$ cat config.mk
export PLATFORM = sky130hd
export DESIGN_NAME = mpfts_top
export DESIGN_NICKNAME = d
export VERILOG_FILES = /design/src/hdl/mpfts_pkg.sv /design/src/hdl/mpfts_top.sv /design/src/hdl/mpfts_tick_gen.sv /design/src/hdl/mpfts_sync_edge.sv
export VERILOG_INCLUDE_DIRS = /design/src /design/src/hdl
export SDC_FILE = /design/constraint.sdc
export NUM_CORES = 1
export LEC_CHECK = 0
export BUFFER_PORTS_ARGS = -buffer_cell sky130_fd_sc_hd__buf_2
export CORE_MARGIN = 4
export CORE_UTILIZATION = 50
export DETAILED_ROUTE_END_ITERATION = 12
export PLACE_DENSITY = 0.72
export SLEW_MARGIN = 20
export SYNTH_ARGS = -nofsm -noshare
export SYNTH_HDL_FRONTEND = slang
export SYNTH_SLANG_ARGS = --single-unit
$ cat constraint.sdc
create_clock -name hclk -period 4.3 [get_ports hclk]
set_clock_uncertainty 0.2 [all_clocks]
set_input_delay 0.645 -clock hclk [delete_from_list [all_inputs] [get_ports hclk]]
set_output_delay 0.645 -clock hclk [all_outputs]
set_load 0.02 [all_outputs]
$ cat src/hdl/mpfts_consts.svh
`ifndef MPFTS_CONSTS_SVH
`define MPFTS_CONSTS_SVH
// Register indices; byte address is four times the index
`define MPFTS_IDX_CONFIG     8'h25
`define MPFTS_IDX_CONTROL    8'h26
`define MPFTS_IDX_LINE_UPPER 8'h27
`define MPFTS_IDX_LINE_LOWER 8'h28
`define MPFTS_IDX_STATUS     8'h29
`define MPFTS_IDX_STAMP_BASE 8'h2A
`define MPFTS_IDX_STAMP_LAST 8'h31
`define MPFTS_IDX_IRQ_STATUS 8'h40
`define MPFTS_IDX_IRQ_CLEAR  8'h41
`define MPFTS_IDX_IRQ_ENABLE 8'h42
// Configuration fields
`define MPFTS_CFG_MASK       8'h7B
`define MPFTS_CFG_EDGE       6
`define MPFTS_CFG_GRAN_HI    5
`define MPFTS_CFG_GRAN_LO    4
`define MPFTS_CFG_EARLY      3
`define MPFTS_CFG_FREE       1
`define MPFTS_CFG_EVENT      0
// Control fields
`define MPFTS_CTL_MASK       8'h1F
`define MPFTS_CTL_HOLD       4
`define MPFTS_CTL_EN_HI      3
// Status fields
`define MPFTS_STS_READY      4
// Interrupt layout: bit 0 ready, bits 4:1 per-port capture
`define MPFTS_IRQ_W          5
`define MPFTS_IRQ_READY      0
`define MPFTS_IRQ_PORT_LO    1
// Reset values
`define MPFTS_RST_BYTE       8'h00
`define MPFTS_RST_WORD       16'h0000
// Timing: clock period and count intervals in ns
`define MPFTS_CLK_NS         4
`define MPFTS_RES0_NS        40
`define MPFTS_RES1_NS        80
`define MPFTS_RES2_NS        160
`define MPFTS_RES3_NS        1000
`define MPFTS_RES0_CYC       (`MPFTS_RES0_NS / `MPFTS_CLK_NS)
`define MPFTS_RES1_CYC       (`MPFTS_RES1_NS / `MPFTS_CLK_NS)
`define MPFTS_RES2_CYC       (`MPFTS_RES2_NS / `MPFTS_CLK_NS)
`define MPFTS_RES3_CYC       (`MPFTS_RES3_NS / `MPFTS_CLK_NS)
`endif

$ cat src/hdl/mpfts_pkg.sv
package mpfts_pkg;
	// Bus slave phase tracking
	typedef enum logic [1:0] {
		MPFTS_BUS_IDLE,
		MPFTS_BUS_WRITE,
		MPFTS_BUS_RDWAIT,
		MPFTS_BUS_RDDONE
	} mpfts_bus_state_t;
	// Count granularity selector
	typedef logic [1:0] mpfts_gran_t;
endpackage

$ cat src/hdl/mpfts_top.sv
// Overview of operation
// - Frame sync edge is rising when polarity bit is 0, falling when 1
// - Two-bit granularity: 40 ns, 80 ns, 160 ns or 1.0 us per count
// - Early ready bit set: ready as soon as all enabled ports captured
// - Run-mode bit: 0 referenced to frame sync, 1 free-running
// - Capture-event bit: 0 captures at line start, 1 at frame start
// - Hold bit written 1 keeps stamps unchanged and clears ready flag
// - One capture enable bit per port in bits 3 to 0
// - Sixteen-bit line number in two bytes picks capture line, counting from one
// - Free-run frame mode: line number gates when frame start is checked
// - Read-only ready flag plus one valid flag per port
// - Each port stamp readable as upper and lower bytes, reset zero
//
// The implementer's own choice: the AHB-Lite interface to the registers.
`timescale 1ns/1ps
`include "mpfts_consts.svh"
module mpfts_top
	import mpfts_pkg::*;
#(
	parameter int PORTS   = 4,
	parameter int STAMP_W = 16
) (
	input  wire logic               hclk,
	input  wire logic               hresetn,
	input  wire logic               hsel,
	input  wire logic [31:0]        haddr,
	input  wire logic [1:0]         htrans,
	input  wire logic               hwrite,
	input  wire logic [2:0]         hsize,
	input  wire logic [31:0]        hwdata,
	input  wire logic               hready,
	output logic                    hreadyout,
	output logic                    hresp,
	output logic [31:0]             hrdata,
	input  wire logic               frame_sync_pin,
	input  wire logic [PORTS-1:0]   rx_line_start,
	input  wire logic [PORTS-1:0]   rx_frame_start,
	output logic                    irq
);
	mpfts_bus_state_t     bus_state_reg;
	logic [7:0]           bus_idx_reg;
	logic [7:0]           cfg_reg;
	logic [7:0]           ctl_reg;
	logic [15:0]          line_reg;
	logic [STAMP_W-1:0]   stamp_reg [PORTS];
	logic [15:0]          lines_reg [PORTS];
	logic [PORTS-1:0]     seen_reg;
	logic [PORTS-1:0]     valid_reg;
	logic [PORTS-1:0]     valid_next;
	logic                 ready_reg;
	logic                 ready_next;
	logic                 armed_reg;
	logic [STAMP_W-1:0]   count_reg;
	logic [`MPFTS_IRQ_W-1:0] irq_sts_reg;
	logic [`MPFTS_IRQ_W-1:0] irq_en_reg;
	logic [`MPFTS_IRQ_W-1:0] irq_ev;
	logic [`MPFTS_IRQ_W-1:0] irq_clr;
	logic [PORTS-1:0]     cap_ev;
	logic [PORTS-1:0]     cap_go;
	logic [PORTS-1:0]     port_en;
	logic                 addr_take;
	logic                 wr_now;
	logic                 hold;
	logic                 free_run;
	logic                 frame_mode;
	logic                 early;
	logic                 sync_edge;
	logic                 round_start;
	logic                 tick;
	logic                 all_cap;

	// Field decode
	assign hold       = ctl_reg[`MPFTS_CTL_HOLD];
	assign port_en    = ctl_reg[`MPFTS_CTL_EN_HI:0];
	assign free_run   = cfg_reg[`MPFTS_CFG_FREE];
	assign frame_mode = cfg_reg[`MPFTS_CFG_EVENT];
	assign early      = cfg_reg[`MPFTS_CFG_EARLY];

	mpfts_sync_edge u_sync (
		.hclk       (hclk),
		.hresetn    (hresetn),
		.pin        (frame_sync_pin),
		.falling    (cfg_reg[`MPFTS_CFG_EDGE]),
		.edge_pulse (sync_edge)
	);

	// sync edge only opens a round when not free-running
	assign round_start = !free_run && sync_edge;

	mpfts_tick_gen u_tick (
		.hclk    (hclk),
		.hresetn (hresetn),
		.restart (round_start),
		.gran    (cfg_reg[`MPFTS_CFG_GRAN_HI:`MPFTS_CFG_GRAN_LO]),
		.tick    (tick)
	);

	always_ff @(posedge hclk or negedge hresetn) begin
		if (!hresetn) begin
			count_reg <= '0;
		end else if (round_start) begin
			count_reg <= '0;
		end else if (tick) begin
			count_reg <= count_reg + 1'b1;
		end
	end

	// Round is armed from the first sync edge onward
	always_ff @(posedge hclk or negedge hresetn) begin
		if (!hresetn) begin
			armed_reg <= 1'b0;
		end else if (round_start) begin
			armed_reg <= 1'b1;
		end
	end

	// Per-port line counters and line-reached flags
	always_ff @(posedge hclk or negedge hresetn) begin
		if (!hresetn) begin
			for (int i = 0; i < PORTS; i++) begin
				lines_reg[i] <= `MPFTS_RST_WORD;
			end
			seen_reg <= '0;
		end else begin
			for (int i = 0; i < PORTS; i++) begin
				if (rx_frame_start[i]) begin
					lines_reg[i] <= `MPFTS_RST_WORD;
					seen_reg[i]  <= 1'b0;
				end else if (rx_line_start[i]) begin
					lines_reg[i] <= lines_reg[i] + 16'h0001;
					// line reached opens frame start check
					if (lines_reg[i] + 16'h0001 >= line_reg) begin
						seen_reg[i] <= 1'b1;
					end
				end
			end
		end
	end

	// Capture event selection per port
	always_comb begin
		for (int i = 0; i < PORTS; i++) begin
			if (frame_mode) begin
				cap_ev[i] = rx_frame_start[i] && (!free_run || seen_reg[i]);
			end else begin
				cap_ev[i] = rx_line_start[i]
					&& (lines_reg[i] + 16'h0001 == line_reg);
			end
			// hold blocks capture; enable gates it
			cap_go[i] = cap_ev[i] && port_en[i] && !hold
				&& (free_run || (armed_reg && !valid_reg[i]));
		end
	end

	always_ff @(posedge hclk or negedge hresetn) begin
		if (!hresetn) begin
			for (int i = 0; i < PORTS; i++) begin
				stamp_reg[i] <= '0;
			end
		end else begin
			for (int i = 0; i < PORTS; i++) begin
				if (cap_go[i]) begin
					stamp_reg[i] <= count_reg;
				end
			end
		end
	end

	// valid flags kept while held; new round clears them
	always_comb begin
		valid_next = (round_start && !hold) ? '0 : valid_reg;
		valid_next = valid_next | cap_go;
	end

	always_ff @(posedge hclk or negedge hresetn) begin
		if (!hresetn) begin
			valid_reg <= '0;
		end else begin
			valid_reg <= valid_next;
		end
	end

	assign all_cap = (port_en != '0) && ((valid_reg & port_en) == port_en);

	// Ready flag next value
	always_comb begin
		ready_next = ready_reg;
		if (hold || round_start) begin
			ready_next = 1'b0;
		end else if (all_cap && (early || tick)) begin
			// early ready; normal ready on next tick
			ready_next = 1'b1;
		end
	end

	always_ff @(posedge hclk or negedge hresetn) begin
		if (!hresetn) begin
			ready_reg <= 1'b0;
		end else begin
			ready_reg <= ready_next;
		end
	end

	// Interrupt sources
	assign irq_ev = {cap_go, ready_next && !ready_reg};

	// Sticky status; a new event wins over a clear
	always_ff @(posedge hclk or negedge hresetn) begin
		if (!hresetn) begin
			irq_sts_reg <= '0;
		end else begin
			irq_sts_reg <= (irq_sts_reg & ~irq_clr) | irq_ev;
		end
	end

	assign irq = |(irq_sts_reg & irq_en_reg);

	// Bus address phase accepted
	assign addr_take = hsel && htrans[1] && hready;
	assign wr_now    = (bus_state_reg == MPFTS_BUS_WRITE);
	assign irq_clr   = (wr_now && bus_idx_reg == `MPFTS_IDX_IRQ_CLEAR)
		? hwdata[`MPFTS_IRQ_W-1:0] : '0;

	// Bus phase tracking
	always_ff @(posedge hclk or negedge hresetn) begin
		if (!hresetn) begin
			bus_state_reg <= MPFTS_BUS_IDLE;
			bus_idx_reg   <= 8'h00;
		end else if (bus_state_reg == MPFTS_BUS_RDWAIT) begin
			bus_state_reg <= MPFTS_BUS_RDDONE;
		end else if (addr_take) begin
			bus_state_reg <= hwrite ? MPFTS_BUS_WRITE : MPFTS_BUS_RDWAIT;
			bus_idx_reg   <= haddr[9:2];
		end else begin
			bus_state_reg <= MPFTS_BUS_IDLE;
		end
	end

	// Reads insert one wait state so a preceding write is seen
	assign hreadyout = (bus_state_reg != MPFTS_BUS_RDWAIT);
	assign hresp     = 1'b0;

	// Software-written registers
	always_ff @(posedge hclk or negedge hresetn) begin
		if (!hresetn) begin
			cfg_reg    <= `MPFTS_RST_BYTE;
			ctl_reg    <= `MPFTS_RST_BYTE;
			line_reg   <= `MPFTS_RST_WORD;
			irq_en_reg <= '0;
		end else if (wr_now) begin
			unique case (bus_idx_reg)
				`MPFTS_IDX_CONFIG:     cfg_reg <= hwdata[7:0] & `MPFTS_CFG_MASK;
				`MPFTS_IDX_CONTROL:    ctl_reg <= hwdata[7:0] & `MPFTS_CTL_MASK;
				`MPFTS_IDX_LINE_UPPER: line_reg[15:8] <= hwdata[7:0];
				`MPFTS_IDX_LINE_LOWER: line_reg[7:0] <= hwdata[7:0];
				`MPFTS_IDX_IRQ_ENABLE: irq_en_reg <= hwdata[`MPFTS_IRQ_W-1:0];
				default: ;
			endcase
		end
	end

	// Read value for a register index
	function automatic logic [7:0] read_byte(input logic [7:0] idx);
		logic [7:0] off;
		off = idx - `MPFTS_IDX_STAMP_BASE;
		read_byte = 8'h00;
		if (idx >= `MPFTS_IDX_STAMP_BASE && idx <= `MPFTS_IDX_STAMP_LAST) begin
			// stamp upper at even, lower at odd index
			read_byte = off[0] ? stamp_reg[off[2:1]][7:0]
				: stamp_reg[off[2:1]][15:8];
		end else begin
			unique case (idx)
				`MPFTS_IDX_CONFIG:     read_byte = cfg_reg;
				`MPFTS_IDX_CONTROL:    read_byte = ctl_reg;
				`MPFTS_IDX_LINE_UPPER: read_byte = line_reg[15:8];
				`MPFTS_IDX_LINE_LOWER: read_byte = line_reg[7:0];
				`MPFTS_IDX_STATUS:     read_byte = {3'h0, ready_reg, valid_reg};
				`MPFTS_IDX_IRQ_STATUS: read_byte = {3'h0, irq_sts_reg};
				`MPFTS_IDX_IRQ_ENABLE: read_byte = {3'h0, irq_en_reg};
				default:               read_byte = 8'h00;
			endcase
		end
	endfunction

	// Read data loaded during the wait state
	always_ff @(posedge hclk or negedge hresetn) begin
		if (!hresetn) begin
			hrdata <= 32'h0000_0000;
		end else if (bus_state_reg == MPFTS_BUS_RDWAIT) begin
			hrdata <= {24'h00_0000, read_byte(bus_idx_reg)};
		end
	end
endmodule

$ cat src/hdl/mpfts_tick_gen.sv
`timescale 1ns/1ps
`include "mpfts_consts.svh"
module mpfts_tick_gen
	import mpfts_pkg::*;
(
	input  wire logic        hclk,
	input  wire logic        hresetn,
	input  wire logic        restart,
	input  wire mpfts_gran_t gran,
	output logic             tick
);
	logic [7:0] left_reg;

	// Cycles per count for each granularity
	function automatic logic [7:0] interval(input mpfts_gran_t g);
		unique case (g)
			2'b00: interval = 8'(`MPFTS_RES0_CYC);
			2'b01: interval = 8'(`MPFTS_RES1_CYC);
			2'b10: interval = 8'(`MPFTS_RES2_CYC);
			2'b11: interval = 8'(`MPFTS_RES3_CYC);
		endcase
	endfunction

	always_ff @(posedge hclk or negedge hresetn) begin
		if (!hresetn) begin
			left_reg <= 8'h00;
			tick     <= 1'b0;
		end else if (restart || left_reg == 8'h00) begin
			left_reg <= interval(gran) - 8'h01;
			tick     <= !restart;
		end else begin
			left_reg <= left_reg - 8'h01;
			tick     <= 1'b0;
		end
	end
endmodule

$ cat src/hdl/mpfts_sync_edge.sv
`timescale 1ns/1ps
module mpfts_sync_edge (
	input  wire logic hclk,
	input  wire logic hresetn,
	input  wire logic pin,
	input  wire logic falling,
	output logic      edge_pulse
);
	logic ff1_reg;
	logic ff2_reg;
	logic ff3_reg;
	logic settled_reg;

	// Three-stage synchroniser
	always_ff @(posedge hclk or negedge hresetn) begin
		if (!hresetn) begin
			ff1_reg <= 1'b0;
			ff2_reg <= 1'b0;
			ff3_reg <= 1'b0;
		end else begin
			ff1_reg <= pin;
			ff2_reg <= ff1_reg;
			ff3_reg <= ff2_reg;
		end
	end

	always_ff @(posedge hclk or negedge hresetn) begin
		if (!hresetn) begin
			settled_reg <= 1'b0;
			edge_pulse  <= 1'b0;
		end else if (ff2_reg == ff3_reg && ff3_reg != settled_reg) begin
			settled_reg <= ff3_reg;
			edge_pulse  <= (ff3_reg != falling);
		end else begin
			edge_pulse  <= 1'b0;
		end
	end
endmodule

# Word-level counts from Yosys, hierarchy flattened

Cells that the tools add are included.

Add/subtract/negate cells: 8
Order comparisons: 7
Equality and inequality tests: 22
Multiplexer cells: 44
Bitwise operators: 8
Reduce and logical (&&, ||, !) cells: 76

Operators with widths:

| cell                                                                  | number |
|---|---|
| 16-bit 2-to-1 mux                                                     | 12 |
| 16-bit by 1-bit adder with 16-bit output, second input constant       | 5 |
| 16-bit equality test                                                  | 4 |
| 16-bit >= comparator                                                  | 4 |
| 8-bit case mux with 7 select lines                                    | 1 |
| 8-bit by 6-bit equality test with 1-bit output, second input constant | 5 |
| 1-bit logical AND                                                     | 34 |
| 16-bit binary-select mux with 2-bit select                            | 1 |
| 8-bit 2-to-1 mux                                                      | 4 |
| 8-bit case mux with 4 select lines                                    | 1 |
| 8-bit by 7-bit equality test with 1-bit output, second input constant | 3 |
| 1-bit 2-to-1 mux                                                      | 20 |
| 2-bit AND reduction                                                   | 10 |
| 2-bit nonzero test                                                    | 9 |
| 8-bit by 1-bit subtractor with 8-bit output, second input constant    | 2 |
| 1-bit logical OR                                                      | 11 |
| 5-bit AND                                                             | 2 |
| 8-bit by 6-bit >= comparator with 1-bit output, second input constant | 1 |
| 8-bit by 6-bit <= comparator with 1-bit output, second input constant | 1 |
| 1-bit logical NOT                                                     | 8 |
| 8-bit logical NOT                                                     | 1 |
| 2-bit equality test, second input constant                            | 3 |
| 2-bit 2-to-1 mux                                                      | 3 |
| 5-bit 2-to-1 mux                                                      | 1 |
| other kinds (17)                                                      | 19 |

Flip-flop bits (word level): 223
Input bits: 83
Output and inout bits: 35
Word-level logic and storage cells: 197

# Logic depth before layout (Yosys ltp)

Word-level depth: 8
Depth in mapped cells: 14
Mapped depth without buffers: 12

# Modules after synthesis

Synthesis repeated with hierarchy kept, for this count alone.

Cells, all modules: 1226
Area, all modules: 13002.5 um^2

Modules (own cells, without submodules):

| module          | times used | cells an instance | area an instance (um^2) | sequential area each (um^2) |
|---|---|---|---|---|
| mpfts_top       | 1          | 1156              | 12234.2                 | 5230.0 |
| mpfts_tick_gen  | 1          | 61                | 605.6                   | 225.2 |
| mpfts_sync_edge | 1          | 9                 | 162.7                   | 125.1 |

# Worst setup path after synthesis

Ideal clock, no wire load.

Kind: flip-flop to flip-flop
Start: register lines_reg[0] (netlist bit)
End: register stamp_reg[10] (netlist bit)
Library setup time: 0.125 ns
Arrival: 3.736 ns
Required time: 3.975 ns
Path slack: 0.240 ns
Stages on the path, launching flop included: 13
Path buffers: 1
Clock period less this slack: 4.060 ns
Cells stage by stage: dfrtp_1 ha_1 nand3_1 nor4_1 nand3_1 xnor2_1 ha_1 nand4_1 nor4_1 a31oi_1 nor4b_4 buf_6 mux2_2

Cells in the longest elaborated chain, start to end: 7

Ends and longest elaborated chain:

| element                                  | RTL line         | source |
|---|---|---|
| start: declaration                       | mpfts_top.sv:46  | `logic [15:0] lines_reg [PORTS];` |
| start signal: indexed assignment         | mpfts_top.sv:121 | `` lines_reg[i] <= `MPFTS_RST_WORD; `` |
| start signal: indexed assignment         | mpfts_top.sv:127 | `` lines_reg[i] <= `MPFTS_RST_WORD; `` |
| start signal: indexed assignment         | mpfts_top.sv:130 | `lines_reg[i] <= lines_reg[i] + 16'h0001;` |
| 16-bit by 1-bit adder with 16-bit output | mpfts_top.sv:147 | `&& (lines_reg[i] + 16'h0001 == line_reg);` |
| 16-bit equality test                     | mpfts_top.sv:147 |  |
| 1-bit logical AND                        | mpfts_top.sv:147 |  |
| 1-bit 2-to-1 mux                         | mpfts_top.sv:143 | `if (frame_mode) begin` |
| 1-bit logical AND (2 in a row)           | mpfts_top.sv:150 | `cap_go[i] = cap_ev[i] && port_en[i] && !hold` |
| 1-bit logical AND                        | mpfts_top.sv:151 | `&& (free_run \|\| (armed_reg && !valid_reg[i]));` |
| end signal: indexed assignment           | mpfts_top.sv:163 | `stamp_reg[i] <= count_reg;` |
| end: declaration                         | mpfts_top.sv:45  | `logic [STAMP_W-1:0] stamp_reg [PORTS];` |

Every way passes these cells.
A chain may end at the register's enable or synchronous reset.

# Worst setup path after layout

Start: register lines_reg[0] (netlist bit)
End: register stamp_reg[4] (netlist bit)

Same word-level chain as after synthesis.

==> results.json <==
{
  "gp_congestion": 0.8782,
  "detailedRoute.firstIterationViolations": 773,
  "tritoncts": "built",
  "number_of_antenna_violations_at_the_first_check_in_global_routing": 1,
  "drt-vias-per-instance": 5.739,
  "finish.cell_count_without_fillers": 1623,
  "cts.sinks": 223,
  "power_per_cell_area_nw_per_um2": 401.7,
  "drive_above_1_share": 0.1943,
  "cp_data_arrival_time_ns": 4.27,
  "grt_util_all_layers": 0.2134,
  "tns_ns": 0,
  "detailedRoute.firstPassIterationCount": 5,
  "clock-root-buffer": "clkbuf_16",
  "final_critical_path_setup_slack_ns": 0.2567,
  "synth_sequential_area_ratio": 0.4277,
  "h_tree_depth_reported_by_cts": 1,
  "setup_viol_count_final": 0,
  "crit_required_ns": 4.53,
  "synth.lib_cells_used.distinct": 72,
  "buffers_added_on_ports": 40,
  "cap_viol_max_count": 0,
  "setup.worst_path.start_class": "flop",
  "synth_flop_cell": "dfrtp_1",
  "hold_class": "input pin to async pin",
  "numPlacedInstances": 1573,
  "synth.top_cell.area_share": 0.4277,
  "synth-warning-count": 0,
  "synth-edff-count": 0,
  "drtAntennaViolNets": 0,
  "rsz0062_at_grt": "false",
  "later_pin_clock_latency_in_the_skew_report_ns": 0.55,
  "die_w_um": 169.5,
  "max_freq_mhz": 247.3,
  "count_of_endpoints_failing_hold_in_the_final_timing_report": 18,
  "initial_core_util": 0.5136,
  "die_area_um2": 28740,
  "clock_tree.buffer_depth": 3,
  "place_ws_ns": 0.2001,
  "clk_pin_slew_worst_paths_ns": 0.06,
  "cp_max_fo": 18,
  "status": "finished, violations left",
  "detailed_place_hpwl_mm": 20.95,
  "endpoint_kind_of_the_worst_setup_timing_path": "flop",
  "detail_route.wl_per_cell_um": 18.68,
  "final_util": 0.5708,
  "design.core.area_um2": 25400,
  "timing.final.crit_period_ns": 4.043,
  "areaGrowthSynthToFinish_pct": 11.13,
  "via_count": 9314,
  "grt-ovfl-total": 0,
  "postSynthRegisterBits": 223,
  "async_flop_share": 1.000,
  "synth.avg_cell_area_um2": 10.54,
  "cts-buffers-inserted": 26,
  "netlist_instances": 1238,
  "synth_largest_area_cell": "dfrtp_1",
  "post_synth_most_frequent_cells": "223 x dfrtp_1, 119 x nor2_1, 106 x nand2_1",
  "synth_area_leaders": "dfrtp_1 43%, mux2_2 7.9%, ha_1 7.3%",
  "worst_pin_slew_ns": 0.9738,
  "core.rowCount": 58,
  "final.period_utilization": 0.9403,
  "whs_ns": -0.04752,
  "grt_pass1_wl_mm": 49.78,
  "post_cts.repair.setup_buffers": 0,
  "wirelength_mm": 30.32,
  "grt_start_max_net_pins": 119,
  "top_level_ports": 118,
  "number_of_global_route_vias_before_repair": 9180,
  "finalMaxSlewViolations": 0,
  "relative_slew_slack": 0.3508,
  "violations": "hold timing",
  "drc": 0,
  "max-vdd-ir-drop_v": 0.0004491,
  "path_class": "flop to flop",
  "mappedNetlistArea_um2": 13050,
  "yosysMostFrequentCell": "dfrtp_1",
  "finalNetCount": 1431,
  "dieHeight_um": 169.5,
  "total_leakage_power_uw": 0.006803
}
[cell families (layout without fill, tap and decap cells)]
kind of cell / count (synthesis) / in the layout / synth area share
adders and majority gates: 77 / 77 / 0.07365
AOI/OAI and AO/OA: 139 / 139 / 0.07136
buffers and inverters: 125 / 155 / 0.04661
DFF: 223 / 223 / 0.4277
other: 1 / 26 / 0.0002874
xor gates and xnor gates: 130 / 130 / 0.08727
muxes: 141 / 141 / 0.1385
and+or+nand+nor: 402 / 402 / 0.1546
[layout by cell type, fill, tap and decap left out, drive strengths merged, types with 14 or more instances in the layout]
| master | Yosys | routed |
|---|---|---|
| conb | 1 | 25 |
| nor2b | 16 | 16 |
| xor2 | 86 | 86 |
| nand3 | 48 | 48 |
| ha | 76 | 76 |
| nand2 | 106 | 106 |
| mux2 | 108 | 108 |
| inv | 47 | 47 |
| a21oi | 42 | 42 |
| mux4 | 16 | 16 |
| nor3 | 17 | 17 |
| clkbuf | 35 | 33 |
| nor4 | 14 | 14 |
| nand4 | 37 | 37 |
| nor2 | 119 | 119 |
| buf | 43 | 59 |
| mux2i | 17 | 17 |
| dfrtp | 223 | 223 |
| xnor2 | 44 | 44 |
| o21ai | 21 | 21 |
[worst paths after layout]
check | from | to | slack (ns) | cells after the start
max in group asynchronous | hresetn | lines_reg[13] | 3.05 | 2
min reg2reg | u_sync.ff1_reg | u_sync.ff2_reg | 0.15 | 0
min | hresetn | lines_reg[21] | -0.05 | 1
max | lines_reg[0] | stamp_reg[4] | 0.26 | 13
min in group hclk | hwrite | bus_state_reg[1] | 0.10 | 2
max reg2reg | lines_reg[0] | stamp_reg[4] | 0.26 | 13
[power by group]
group / switching [µW] / internal, µW
Sequential: 231 / 2270
Clock: 910 / 1460
Combinational: 564 / 393
Total: 1700 / 4120
[critical path: stages (launching register included)]
cell,delay (ns)
dfrtp_1,0.47
ha_1,0.25
nand3_1,0.13
nor4_1,0.29
buf_4,0.19
nand3_1,0.10
xnor2_1,0.16
ha_1,0.29
nand4_1,0.15
nor4_1,0.54
a31oi_1,0.23
nor4b_4,0.34
buf_12,0.22
mux2_2,0.36
[through the flow]
stage	area (µm²)	hold WS [ns]	power, µW
CTS	14480	0.03771	5863
global placement	13520	0.1349	3445
global route	14500	0.03640	6078
finish	14500	-0.04752	5823
detailed placement	13520	0.1362	3485
floorplan	13140	0.1312	3143
[metal layers]
metal  GRT usage  wire length, µm
met5           0               13
met4     0.06685              924
met3     0.03331             1656
met2      0.3390            13950
met1      0.3035            13770
[what timing repair did]
item,CTS,global route
endpoints found under the setup margin,0,16
resized for setup,0,2
endpoints found under the hold margin,1,0
hold buffers,1,0
[cell type report]
| cell class | count | area (µm²) |
|---|---|---|
| fill | 2122 | 10900 |
| multi-input combinational | 914 | 6965 |
| sequential | 223 | 5580 |
| clock buffer | 33 | 737.0 |
| timing repair buffer | 60 | 412.9 |
| tap | 330 | 412.9 |
| clock inverter | 15 | 210.2 |
| inverter | 47 | 176.4 |
| antenna | 1 | 2.502 |
(Power assumes the default switching activity.)
